[src/sbec_regs.vh]
// Register indices, field positions, reset values and codes of the event counter
`ifndef SBEC_REGS_VH
`define SBEC_REGS_VH

// Register indices; the byte address is four times the index
`define SBEC_IDX_FLAG     10'h00c
`define SBEC_IDX_LOW      10'h00e
`define SBEC_IDX_HIGH     10'h00f
`define SBEC_IDX_CTRL     10'h010
`define SBEC_IDX_IRQEN    10'h08c

// Control register fields
`define SBEC_CTRL_W       6
`define SBEC_CTRL_RUN     0
`define SBEC_CTRL_CS      1
`define SBEC_CTRL_SYNCDIS 2
`define SBEC_CTRL_OSCEN   3
`define SBEC_CTRL_PS_LO   4
`define SBEC_CTRL_PS_HI   5
`define SBEC_CTRL_RST     6'h00

// Flag and enable registers
`define SBEC_FLAG_OVF     0
`define SBEC_FLAG_RST     1'b0
`define SBEC_IRQEN_RST    1'b0

// Compare mode code that makes a special event trigger
`define SBEC_SPECIAL_TRIG 4'hb

// Phases of the four-phase instruction cycle that sample the prescaler
`define SBEC_PH_Q2        2'h1
`define SBEC_PH_Q4        2'h3

// Prescaler stages and reset values of internal state
`define SBEC_PRESC_W      3
`define SBEC_PRESC_RST    3'h0
`define SBEC_PHASE_RST    2'h0
`define SBEC_RDATA_RST    32'h0000_0000

`endif

[src/sbec_pin_sync.v]
// Three-stage pin synchroniser whose output moves once stages two and three agree
`default_nettype none

module sbec_pin_sync #(
  parameter WIDTH = 2
) (
  input  wire             pclk,
  input  wire             presetn,
  input  wire [WIDTH-1:0] pin_in,
  output wire [WIDTH-1:0] pin_level
);

  reg [WIDTH-1:0] s1_r;
  reg [WIDTH-1:0] s2_r;
  reg [WIDTH-1:0] s3_r;
  reg [WIDTH-1:0] lvl_r;

  genvar i;
  generate
    for (i = 0; i < WIDTH; i = i + 1) begin : g_bit
      // First stage feeds only the second; metastability settles there
      always @(posedge pclk or negedge presetn) begin
        if (!presetn) begin
          s1_r[i]  <= 1'b0;
          s2_r[i]  <= 1'b0;
          s3_r[i]  <= 1'b0;
          lvl_r[i] <= 1'b0;
        end else begin
          s1_r[i] <= pin_in[i];
          s2_r[i] <= s1_r[i];
          s3_r[i] <= s2_r[i];
          if (s2_r[i] == s3_r[i]) begin
            lvl_r[i] <= s3_r[i];
          end
        end
      end
    end
  endgenerate

  assign pin_level = lvl_r;

endmodule

`default_nettype wire

[src/sbec_counter.v]
// Sixteen-bit event counter with prescaler, phase synchroniser and APB registers
`default_nettype none

`include "sbec_regs.vh"

// Operation
// Count source: oscillator pin or external pin
// Sync after ripple prescaler unless disabled
// Synced mode in sleep: prescaler only
// Sample prescaler on Q2 and Q4, delayed
// Source holds 2Tosc high, 2Tosc low
// Source period at least 4Tosc over prescale
// Async mode counts in sleep, wakes core
// Async mode is no compare time base
// Byte reads always return valid values
// Software re-reads high byte after low
// Software stops counter before writing bytes
// Oscillator enable starts crystal amplifier, sleep-proof
// Software waits oscillator start-up delay
// Compare special event trigger clears counter
// Trigger clear never sets overflow flag
// Trigger clear unreliable in async mode
// Byte write beats simultaneous trigger clear
// Compare pair acts as counter period
// Reset never clears the count bytes
// Control clears on power-on reset only
// Wrap FFFFh to 0000h, latch overflow flag
// Byte writes clear prescaler count
// Prescale 1/2/4/8 and run enable gate
module sbec_counter (
  input  wire        pclk,
  input  wire        presetn,
  input  wire        psel,
  input  wire        penable,
  input  wire        pwrite,
  input  wire [11:0] paddr,
  input  wire [31:0] pwdata,
  output wire [31:0] prdata,
  output wire        pready,
  output wire        pslverr,
  input  wire        ext_count_pin,
  input  wire        osc_input_pin,
  output wire        osc_output_pin_o,
  output wire        osc_output_pin_oe,
  input  wire        sleep,
  input  wire [3:0]  compare_mode_code_a,
  input  wire        trig_a,
  input  wire [3:0]  compare_mode_code_b,
  input  wire        trig_b,
  output wire [15:0] count_value,
  output wire        timebase_valid,
  output wire        overflow_irq,
  output wire        wake_req
);

  // Register decode against an index; low address bits must be zero
  function hit;
    input [11:0] addr;
    input [9:0]  idx;
    begin
      hit = (addr[11:2] == idx) && (addr[1:0] == 2'b00);
    end
  endfunction

  // Compare unit configured for special event trigger
  function is_special;
    input [3:0] mode;
    begin
      is_special = (mode == `SBEC_SPECIAL_TRIG);
    end
  endfunction

  reg  [`SBEC_CTRL_W-1:0]  ctrl_r;
  reg                      flag_r;
  reg                      flag_nxt;
  reg                      irq_en_r;
  reg  [31:0]              prdata_r;
  reg  [31:0]              rd_mux;
  reg  [15:0]              cnt_r;
  reg  [15:0]              cnt_nxt;
  reg                      ovf_set;
  reg  [`SBEC_PRESC_W-1:0] presc_r;
  reg                      presc_out;
  reg                      src_prev_r;
  reg                      pout_prev_r;
  reg  [1:0]               phase_r;
  reg                      samp_r;
  reg                      sync_rise_r;
  reg                      tbase_r;
  reg                      irq_r;
  reg                      wake_r;
  reg                      osc_drv_r;

  wire [1:0]               pin_lvl;
  wire                     acc;
  wire                     wr;
  wire                     rd_setup;
  wire                     sel_ctrl;
  wire                     sel_low;
  wire                     sel_high;
  wire                     sel_flag;
  wire                     sel_irqen;
  wire                     mapped;
  wire                     wr_ctrl;
  wire                     wr_low;
  wire                     wr_high;
  wire                     wr_flag;
  wire                     wr_irqen;
  wire                     run;
  wire                     cs;
  wire                     sync_dis;
  wire                     osc_en;
  wire [1:0]               ps_sel;
  wire                     async_mode;
  wire                     counting;
  wire                     src_lvl;
  wire                     src_rise;
  wire                     async_rise;
  wire                     sample_now;
  wire                     incr;
  wire                     trig_clr;
  wire                     trig_hit_a;
  wire                     trig_hit_b;
  wire [`SBEC_PRESC_W-1:0] presc_tog;

  // APB decode; zero wait states
  assign acc       = psel & penable;
  assign wr        = acc & pwrite;
  assign rd_setup  = psel & ~penable & ~pwrite;
  assign sel_ctrl  = hit(paddr, `SBEC_IDX_CTRL);
  assign sel_low   = hit(paddr, `SBEC_IDX_LOW);
  assign sel_high  = hit(paddr, `SBEC_IDX_HIGH);
  assign sel_flag  = hit(paddr, `SBEC_IDX_FLAG);
  assign sel_irqen = hit(paddr, `SBEC_IDX_IRQEN);
  assign mapped    = sel_ctrl | sel_low | sel_high | sel_flag | sel_irqen;
  assign wr_ctrl   = wr & sel_ctrl;
  assign wr_low    = wr & sel_low;
  assign wr_high   = wr & sel_high;
  assign wr_flag   = wr & sel_flag;
  assign wr_irqen  = wr & sel_irqen;
  assign pready    = 1'b1;
  assign pslverr   = acc & ~mapped;

  // Control fields
  assign run        = ctrl_r[`SBEC_CTRL_RUN];
  assign cs         = ctrl_r[`SBEC_CTRL_CS];
  assign sync_dis   = ctrl_r[`SBEC_CTRL_SYNCDIS];
  assign osc_en     = ctrl_r[`SBEC_CTRL_OSCEN];
  assign ps_sel     = ctrl_r[`SBEC_CTRL_PS_HI:`SBEC_CTRL_PS_LO];
  assign async_mode = cs & sync_dis;
  assign counting   = run & cs;

  // Power-on reset is the only reset that reaches the control register
  always @(posedge pclk or negedge presetn) begin
    if (!presetn) begin
      ctrl_r   <= `SBEC_CTRL_RST;
      irq_en_r <= `SBEC_IRQEN_RST;
    end else begin
      if (wr_ctrl) begin
        ctrl_r <= pwdata[`SBEC_CTRL_W-1:0];
      end
      if (wr_irqen) begin
        irq_en_r <= pwdata[0];
      end
    end
  end

  // Both pins pass the three-stage synchroniser
  sbec_pin_sync #(
    .WIDTH     (2)
  ) u_pin_sync (
    .pclk      (pclk),
    .presetn   (presetn),
    .pin_in    ({osc_input_pin, ext_count_pin}),
    .pin_level (pin_lvl)
  );

  assign src_lvl  = osc_en ? pin_lvl[1] : pin_lvl[0];
  assign src_rise = src_lvl & ~src_prev_r;

  // Ripple chain on one clock: a stage toggles as the stage below falls
  // Stage zero toggles on every counted rise of the source
  genvar g;
  generate
    for (g = 0; g < `SBEC_PRESC_W; g = g + 1) begin : g_presc
      if (g == 0) begin : g_first
        assign presc_tog[g] = counting & src_rise;
      end else begin : g_next
        assign presc_tog[g] = presc_tog[g-1] & presc_r[g-1];
      end
    end
  endgenerate

  // Ripple prescaler keeps counting in sleep
  always @(posedge pclk or negedge presetn) begin
    if (!presetn) begin
      presc_r    <= `SBEC_PRESC_RST;
      src_prev_r <= 1'b0;
    end else begin
      src_prev_r <= src_lvl;
      if (wr_low | wr_high) begin
        presc_r <= `SBEC_PRESC_RST;
      end else begin
        presc_r <= presc_r ^ presc_tog;
      end
    end
  end

  // Each stage toggles, so a chosen stage output stays symmetrical; setting 0 passes the source level unchanged
  always @* begin
    case (ps_sel)
      2'h0:    presc_out = src_lvl;
      2'h1:    presc_out = presc_r[0];
      2'h2:    presc_out = presc_r[1];
      2'h3:    presc_out = presc_r[2];
      default: presc_out = src_lvl;
    endcase
  end

  // Phase sampling; input must be stable over both samples
  assign sample_now = ~sleep & ((phase_r == `SBEC_PH_Q2) | (phase_r == `SBEC_PH_Q4));
  assign async_rise = presc_out & ~pout_prev_r;

  always @(posedge pclk or negedge presetn) begin
    if (!presetn) begin
      phase_r     <= `SBEC_PHASE_RST;
      samp_r      <= 1'b0;
      sync_rise_r <= 1'b0;
      pout_prev_r <= 1'b0;
    end else begin
      phase_r     <= phase_r + 2'h1;
      pout_prev_r <= presc_out;
      // Synchroniser is off in sleep, so no synced edge is seen there
      sync_rise_r <= sample_now & presc_out & ~samp_r;
      if (sample_now) begin
        samp_r <= presc_out;
      end else if (sleep) begin
        // Edges that arrive in sleep are dropped, not counted on wake-up
        samp_r <= presc_out;
      end
    end
  end

  // Async edges bypass the phase sampler and keep running in sleep
  assign incr = counting & (sync_dis ? async_rise : sync_rise_r);

  // Each unit decodes its own mode, so a pulse from a unit in another mode is ignored
  assign trig_hit_a = trig_a & is_special(compare_mode_code_a);
  assign trig_hit_b = trig_b & is_special(compare_mode_code_b);

  // Clear is withheld in async mode, where it cannot be relied on
  assign trig_clr = (trig_hit_a | trig_hit_b) & ~async_mode;

  always @* begin
    cnt_nxt = cnt_r;
    ovf_set = 1'b0;
    if (wr_low | wr_high) begin
      // An increment in the same cycle is dropped; software should stop first
      if (wr_low) begin
        cnt_nxt[7:0] = pwdata[7:0];
      end
      if (wr_high) begin
        cnt_nxt[15:8] = pwdata[7:0];
      end
    end else if (trig_clr) begin
      cnt_nxt = 16'h0000;
    end else if (incr) begin
      cnt_nxt = cnt_r + 16'h0001;
      ovf_set = (cnt_r == 16'hffff);
    end
  end

  // Count bytes carry no reset at all
  always @(posedge pclk) begin
    cnt_r <= cnt_nxt;
  end

  // Hardware set wins over a software clear in the same cycle
  always @* begin
    flag_nxt = flag_r;
    if (wr_flag) begin
      flag_nxt = pwdata[`SBEC_FLAG_OVF];
    end
    if (ovf_set) begin
      flag_nxt = 1'b1;
    end
  end

  always @(posedge pclk or negedge presetn) begin
    if (!presetn) begin
      flag_r    <= `SBEC_FLAG_RST;
      irq_r     <= 1'b0;
      wake_r    <= 1'b0;
      tbase_r   <= 1'b0;
      osc_drv_r <= 1'b0;
    end else begin
      flag_r    <= flag_nxt;
      irq_r     <= flag_r & irq_en_r;
      wake_r    <= flag_r & irq_en_r & sleep;
      tbase_r   <= ~async_mode;
      // Amplifier output ignores sleep so the crystal keeps running
      osc_drv_r <= osc_en & ~pin_lvl[1];
    end
  end

  // Read data captured in setup; single clock means bytes are never torn
  always @* begin
    rd_mux = 32'h0000_0000;
    if (sel_ctrl) begin
      rd_mux[`SBEC_CTRL_W-1:0] = ctrl_r;
    end else if (sel_low) begin
      rd_mux[7:0] = cnt_r[7:0];
    end else if (sel_high) begin
      rd_mux[7:0] = cnt_r[15:8];
    end else if (sel_flag) begin
      rd_mux[`SBEC_FLAG_OVF] = flag_r;
    end else if (sel_irqen) begin
      rd_mux[0] = irq_en_r;
    end
  end

  always @(posedge pclk or negedge presetn) begin
    if (!presetn) begin
      prdata_r <= `SBEC_RDATA_RST;
    end else if (rd_setup) begin
      prdata_r <= rd_mux;
    end
  end

  assign prdata            = prdata_r;
  assign count_value       = cnt_r;
  assign timebase_valid    = tbase_r;
  assign overflow_irq      = irq_r;
  assign wake_req          = wake_r;
  assign osc_output_pin_o  = osc_drv_r;
  assign osc_output_pin_oe = osc_en;

endmodule

`default_nettype wire

[config.mk]
export PLATFORM = sky130hd
export DESIGN_NAME = sbec_counter
export DESIGN_NICKNAME = d
export VERILOG_FILES = /design/src/sbec_pin_sync.v /design/src/sbec_counter.v
export VERILOG_INCLUDE_DIRS = /design/src /design/src/src
export SDC_FILE = /design/constraint.sdc
export NUM_CORES = 1
export LEC_CHECK = 0
export CELL_PAD_IN_SITES_DETAIL_PLACEMENT = 1
export CELL_PAD_IN_SITES_GLOBAL_PLACEMENT = 2
export CORE_MARGIN = 5
export CORE_UTILIZATION = 41
export DETAILED_ROUTE_END_ITERATION = 10
export DONT_BUFFER_PORTS = 1
export HOLD_SLACK_MARGIN = 0.02
export PLACE_DENSITY = 0.83
export SLEW_MARGIN = 40
export SYNTH_ARGS = -nofsm -noshare
export SYNTH_HDL_FRONTEND = slang
export SYNTH_SLANG_ARGS = --single-unit
[constraint.sdc]
create_clock -name pclk -period 4.2 [get_ports pclk]
set_clock_uncertainty 0.2 [all_clocks]
set_input_delay 0.21 -clock pclk [delete_from_list [all_inputs] [get_ports pclk]]
set_output_delay 0.21 -clock pclk [all_outputs]
set_load 0.01 [all_outputs]
==> impl_metrics.py, run 1 <==
metrics = {
    "clock_tree": {
        "cts_made_buffers": 5,
        "clkTransAtPathRegs_ns": 0.09,
        "clk_latency_ns": 0.31,
        "cts_tree": "yes",
        "cts_resized": 0,
        "cts-root-buf": "clkbuf_8",
        "htree_num_levels": 2,
        "clock_path_buffers": 2,
        "cts_sinks": 53,
    },
    "grt": {
        "gr-total-overflow": 0,
        "grt_first_pass_wirelength_mm": 10.8,
        "first_global_vias": 2098,
        "antenna_found_initial": 1,
        "grt_usage_pct": 16.0,
        "grt_max_degree": 38,
    },
    "floorplanning": {
        "fp-row-count": 30,
        "fp.dieH_um": 93.4,
        "core_mm2": 0.00679,
        "start_util_pct": 41.9,
        "fp.dieW_um": 93.4,
        "dieArea_mm2": 0.00872,
        "boundaryPins": 117,
    },
    "sta": {
        "rsz0062_at_grt": "false",
        "setup_viol": 0,
        "fin_tns_setup_ns": 0,
        "fmax_mhz": 417,
        "slew_headroom_pct": 45.8,
        "slew_viol_final": 0,
        "worstMarginPinSlew_ns": 0.806,
        "fin_crit_sh_pct": 57.1,
        "final-hold-violation-count": 0,
        "fin_crit_ns": 2.40,
    },
    "synthesis": {
        "syn_avg_cell_area_um2": 11.0,
        "synthArstFlopShare_pct": 69.8,
        "synth-xor-area-share_pct": 4.30,
        "synth_ff_type": "dfrtp_1",
        "synthAdderAreaFrac_pct": 2.90,
        "synth_mux_area_share_pct": 8.56,
        "yosysWarnings": 0,
        "synth_top_family_by_area": "simple AND/OR/NAND/NOR gates",
        "netlist_area_mm2": 0.00285,
        "synthDistinctLibCells": 50,
        "synth_cells": 258,
        "ys_seq_area_share_pct": 49.4,
        "synth-edff-count": 16,
        "synth-simple-area-share_pct": 16.7,
        "synth_compound_area_share_pct": 9.05,
        "ys_ff_latch": 53,
    },
    "critical_path": {
        "timing.critical_path.mode_cell": "buf_4",
        "critPathRequiredTime_ns": 4.03,
        "crit_family": "simple AND/OR/NAND/NOR gates",
        "cp.arrival_ns": 2.22,
        "r2r_slack_ns": 1.86,
        "path_buf_inv": 2,
        "path_class": "primary input to flop",
        "slowest_delay_ns": 0.73,
        "endpoint_kind": "flop",
        "crit_slowest_cell": "or4b_2",
        "worstPathCellList": "or4b_2 -> nor4_4 -> buf_4 -> a21oi_1 -> a22oi_1 -> buf_4",
        "path_max_fanout": 14,
        "cp-start-kind": "primary input",
    },
    "worst_hold_path": {
        "hold_class": "primary input to flop",
    },
    "final_layout": {
        "fill_cells": 749,
        "synthToLayoutAreaGrowth_pct": 8.87,
        "mostFrequentLayoutCells": "dfrtp_1, conb_1, nand2_1",
        "fin_util_pct": 45.7,
        "final_common_cell": "dfrtp_1",
        "drive_gt1_share_pct": 12.7,
        "nets": 341,
    },
    "power": {
        "vdd_drop_max_v": 0.000139,
        "p_per_area_mw_per_mm2": 300,
        "p_total_w": 0.000929,
        "p_leak_nw": 1.23,
    },
    "placed_design": {
        "place_congestion": 0.757,
        "io_buffers": 0,
        "dpl.hpwl_mm": 5.17,
    },
    "drt": {
        "route.detailed.drc": 0,
        "ant_nets": 0,
        "routed-via-count": 1971,
        "avgRoutedWirePerCell_um": 18.5,
        "first_iter_violations": 98,
        "vias_per_cell": 5.30,
        "finalWirelength_mm": 6.89,
        "firstDrtPassIters": 4,
    },
    "run_status": {
        "status": "finished clean",
    },
    "job": {
        "timing.max_cap.violations": 0,
    },
}
## per-stage QoR
stage / setup WS, ns / hold WS (ns) / std cells / area, um2
floorplan: 1.87 / -0.286 / 281 / 2940
global placement: 1.35 / -0.284 / 347 / 2840
detailed placement: 1.48 / -0.284 / 348 / 2850
CTS: 1.80 / 0.0299 / 371 / 3100
global route: 1.68 / 0.0513 / 372 / 3100
finish: 1.80 / 0.0290 / 372 / 3100
## registers in the layout (all words and copies together), names as in the netlist, 2 cells and up
| name | cells |
|---|---|
| u_pin_sync.s1_r | 2 |
| u_pin_sync.s2_r | 2 |
| prdata | 8 |
| u_pin_sync.s3_r | 2 |
| count_value | 16 |
| presc_r | 3 |
| ctrl_r | 6 |
| phase_r | 2 |
| u_pin_sync.pin_level | 2 |
## logic make-up (layout without fill, tap and decap cells)
kind of cell / Yosys count / count (layout)
xor+xnor: 14 / 14
mux: 20 / 20
buf+inv: 38 / 32
other cells: 2 / 26
simple gates: 85 / 85
compound gates: 39 / 39
fa+ha+maj: 7 / 7
flops: 53 / 53
## layout make-up
cell class                 instances  area (um2)  share of cell area [%]
multi-input combinational        190        1280                    41.3
timing repair buffer              17         175                    5.65
clock inverter                     3        22.5                   0.726
inverter                           7        26.3                   0.847
antenna                            1        2.50                  0.0807
sequential                        53        1410                    45.3
tap                               96         120                    3.87
clock buffer                       5        68.8                    2.22
## worst register-to-register path: cells and delay by family (launching register included)
| family | cells | cell delay, ns |
|---|---|---|
| AOI/OAI and AO/OA | 3 | 0.81 |
| buffers and inverters | 1 | 0.25 |
| muxes | 1 | 0.31 |
| DFF | 1 | 0.50 |
## cell usage after synthesis (7+ instances only)
master | n | area share, %
nand2_1 | 23 | 3.0
buf_4 | 25 | 6.6
inv_1 | 7 | 0.92
xnor2_1 | 9 | 2.8
nor2_1 | 14 | 1.8
o21ai_0 | 17 | 3.0
dfrtp_1 | 37 | 32
mux2_2 | 11 | 4.3
nand3_1 | 8 | 1.4
edfxtp_1 | 16 | 17
## report_power, final
part,total [W],switching [W],leakage (nW),internal [W]
combinational,0.0000745,0.0000439,0.573,0.0000306
clock,0.000287,0.000169,0.0481,0.000119
sequential,0.000568,0.0000186,0.610,0.000549
## final timing paths
path                                              start                           end  cells after the start
min reg2reg                u_pin_sync.s1_r[0]$_DFF_PN0_  u_pin_sync.s2_r[0]$_DFF_PN0_                      0
max in group asynchronous                       presetn          src_prev_r$_DFF_PN0_                      2
min                                                psel            flag_r$_DFFE_PN0P_                      4
max reg2reg                       ctrl_r[3]$_DFFE_PN0P_      count_value[6]$_DFFE_PP_                      5
max                                            paddr[7]      count_value[6]$_DFFE_PP_                      6
min in group asynchronous                       presetn  u_pin_sync.s1_r[1]$_DFF_PN0_                      2
## layer usage
metal  track usage (%)  vias to the layer above  share of wire, %
li1                  -                      920                 -
met1              21.0                      968                45
met2              25.8                       78                46
met3              3.70                        5               7.3
met4              5.37                        0               1.1
met5                 0                        -                 0
## timing repair
action                                  4_1_cts  5_1_grt
endpoints found under the hold margin        68        0
hold buffers                                 15        0
setup buffers                                 0        0
endpoints found under the setup margin        0        0
(Power assumes the default switching activity.)
==> run 2: changes to the inputs <==
Settings changed: ABC_AREA set to 1, CORE_UTILIZATION 41 to 31, PLACE_DENSITY 0.83 to 0.74.
Clock period 4.2 ns to 1.9 ns, I/O delays scaled along.
==> run 2 against run 1 <==
  * Final cell count rose by 55%
  * Combinational power rose by 120%
  * Critical endpoint is now count_value[10]$_DFFE_PP_
  * Synthesized cell count rose by 52%
  * First-iteration DRC count is 38% lower
  * Core utilization fell by 7.5 points
  * Power rose by 130%
  * Worst hold slack better by 0.0056 ns
  * Clock-buffer cell count increased by 2
  * Wire length increased by 33%
  * Non-clock buffer count grew 31
  * Register-to-register slack lost 1.8 ns
  * Critical path type is now flop to flop
  * Clock power rose to 2.6 times the previous value
==> impl_metrics.py, run 2 <==
metrics = {
    "run_status": {
        "status": "finished clean",
    },
    "power": {
        "seqPwrFrac_pct": 57.8,
        "p_int_w": 0.00161,
        "p_switching_w": 0.000528,
        "combPwrFrac_pct": 7.8,
        "power_frac_clock_pct": 34.4,
        "p_leak_nw": 1.75,
        "p_sw_share_pct": 24.7,
        "p_total_w": 0.00214,
        "p_per_area_mw_per_mm2": 575,
        "vdd_drop_max_v": 0.000267,
    },
    "synthesis": {
        "yosys.area.top_type_share_pct": 29.9,
        "yosysWarnings": 0,
        "synth.area.top_cells": "dfrtp_1, edfxtp_1, nand2_1, inv_1, buf_4",
        "synth_cells": 393,
        "synth-edff-count": 16,
        "synthArstFlopShare_pct": 69.8,
        "synth_ff_type": "dfrtp_1",
        "ys_seq_area_share_pct": 45.5,
        "syn_avg_cell_area_um2": 7.87,
        "yosys.area.top_type": "dfrtp_1",
        "netlist_area_mm2": 0.00309,
        "ys_ff_latch": 53,
        "yosys-top-cells-count": "nand2_1, inv_1, dfrtp_1, nor2_1, nand3_1",
        "synthDistinctLibCells": 32,
        "synth.most_common_cell": "nand2_1",
    },
    "grt": {
        "grt_first_pass_wirelength_mm": 14.2,
        "antenna_found_initial": 0,
        "grt_usage_pct": 15.3,
        "first_global_vias": 2758,
        "grt_max_degree": 38,
        "gr-total-overflow": 0,
    },
    "floorplanning": {
        "fp-row-count": 36,
        "fp.dieH_um": 110,
        "boundaryPins": 117,
        "fp.dieW_um": 110,
        "dieArea_mm2": 0.0121,
        "core_mm2": 0.00973,
        "start_util_pct": 31.8,
    },
    "critical_path": {
        "endpoint_kind": "flop",
        "path_max_fanout": 5,
        "path_class": "flop to flop",
        "critPathRequiredTime_ns": 1.85,
        "cp-start-kind": "flop",
        "cp.arrival_ns": 1.76,
    },
    "clock_tree": {
        "cts_tree": "yes",
        "cts_made_buffers": 5,
        "htree_num_levels": 2,
        "clock_path_buffers": 2,
        "cts_sinks": 53,
        "cts-root-buf": "clkbuf_8",
        "clk_latency_ns": 0.30,
        "clkTransAtPathRegs_ns": 0.10,
    },
    "final_layout": {
        "nets": 510,
        "mostFrequentLayoutCells": "nand2_1, inv_1, dfrtp_1",
        "diodes": 0,
        "largest_register_ffs": 16,
        "post_layout_nonfiller_instances": 577,
        "drive_gt1_share_pct": 14.9,
        "synthToLayoutAreaGrowth_pct": 20.2,
        "final_common_cell": "nand2_1",
    },
    "sta": {
        "fin_crit_sh_pct": 95.2,
        "fin_tns_setup_ns": 0,
        "whs_ns": 0.0346,
        "setup_viol": 0,
        "final-hold-violation-count": 0,
        "slew_viol_final": 0,
        "fin_crit_ns": 1.81,
        "fmax_mhz": 553,
        "rsz0062_at_grt": "true",
    },
    "drt": {
        "route.detailed.drc": 0,
        "firstDrtPassIters": 4,
        "avgRoutedWirePerCell_um": 15.9,
        "routed-via-count": 2652,
        "first_iter_violations": 61,
        "ant_nets": 0,
        "vias_per_cell": 4.60,
        "finalWirelength_mm": 9.16,
    },
    "placed_design": {
        "placed_cells": 548,
        "io_buffers": 0,
        "dpl.hpwl_mm": 7.25,
        "place_congestion": 0.845,
    },
    "job": {
        "timing.max_cap.violations": 0,
    },
    "worst_hold_path": {
        "hold_class": "primary input to flop",
    },
}
run 2: cell types whose count changed after synthesis, moves of 5 or more:
cell	change
nand2_2	+5
mux2_2	-11
nand3_1	+18
xnor2_1	-7
o21ai_0	+6
nand2_1	+74
mux2_4	-6
a21oi_1	+5
inv_1	+48
nor2_2	+5
nand4_1	+6
nor2_1	+23
run 2: area by class of cell:
class / instances / area, um2
Sequential cell: 53 / 1410
Fill cell: 1215 / 6010
Multi-Input combinational cell: 278 / 1390
Inverter: 57 / 214
Clock buffer: 7 / 97.6
Tap cell: 133 / 166
Timing Repair Buffer: 48 / 438
Clock inverter: 1 / 8.76
run 2: power groups by stage:
stage | Sequential [W] | Clock (W) | Combinational [W]
after floorplan | 0.00125 | 0 | 0.000134
after CTS | 0.00124 | 0.000763 | 0.000167
after global placement | 0.00126 | 0 | 0.000111
after global routing | 0.00124 | 0.000808 | 0.000192
final | 0.00123 | 0.000735 | 0.000167
after detailed placement | 0.00126 | 0 | 0.000114
run 2: path summary, 6_finish.rpt:
check	from	slack (ns)	depth (start not counted)	to
worst max-delay path	count_value[5]$_DFFE_PP_	0.09	6	count_value[10]$_DFFE_PP_
worst min-delay path	paddr[8]	0.03	7	prdata[0]$_DFFE_PN0P_
worst max register to register	count_value[5]$_DFFE_PP_	0.09	6	count_value[10]$_DFFE_PP_
worst min register to register	u_pin_sync.s1_r[0]$_DFF_PN0_	0.17	0	u_pin_sync.s2_r[0]$_DFF_PN0_
max in group asynchronous	presetn	1.26	2	prdata[4]$_DFFE_PN0P_
min in group asynchronous	presetn	0.04	2	wake_req$_DFF_PN0_
run 2: through the flow:
| step | worst slack (ns) | area, um2 | utilization, % |
|---|---|---|---|
| after floorplan | 0.137 | 3180 | - |
| after global placement | 0.133 | 3360 | 34.6 |
| after detailed placement | 0.0468 | 3360 | 34.6 |
| after CTS | 0.0310 | 3650 | 37.5 |
| after global routing | -0.0112 | 3720 | 38.2 |
| final | 0.0909 | 3720 | 38.2 |
run 2: kinds of logic (layout without fill, tap and decap cells):
logic type | count (synthesis) | in the layout | share of synthesized area (%)
other | 2 | 25 | 0.243
DFF | 53 | 53 | 45.5
buffers and inverters | 85 | 113 | 13.7
adders and majority gates | 7 | 7 | 2.67
and+or+nand+nor | 194 | 194 | 27.8
xor gates and xnor gates | 7 | 7 | 1.98
AOI/OAI and AO/OA | 45 | 45 | 8.13
run 2: repair_timing:
action                                  in CTS  in global routing
hold buffers                                17                  0
endpoints found under the hold margin       67                  0
gates resized for setup                      0                 12
endpoints found under the setup margin       0                 23
setup buffers                                0                  4
run 2: worst max-delay path, cell delays in order (launching register included):
cell and delay [ns]:
edfxtp_1 0.47, nand2_1 0.14, nor2_1 0.24, nand3_2 0.16, o21bai_1 0.19, nand3_1 0.08, o21ai_0 0.17
run 2: per-layer routing:
metal	part of all wire (%)	wire length (um)	global-route usage (%)	up-vias
met2	50	4600	26.9	54
met4	0.62	57	2.40	0
met3	5.2	480	3.29	5
li1	-	-	-	1312
met5	0	0	0	-
met1	44	4020	19.4	1281
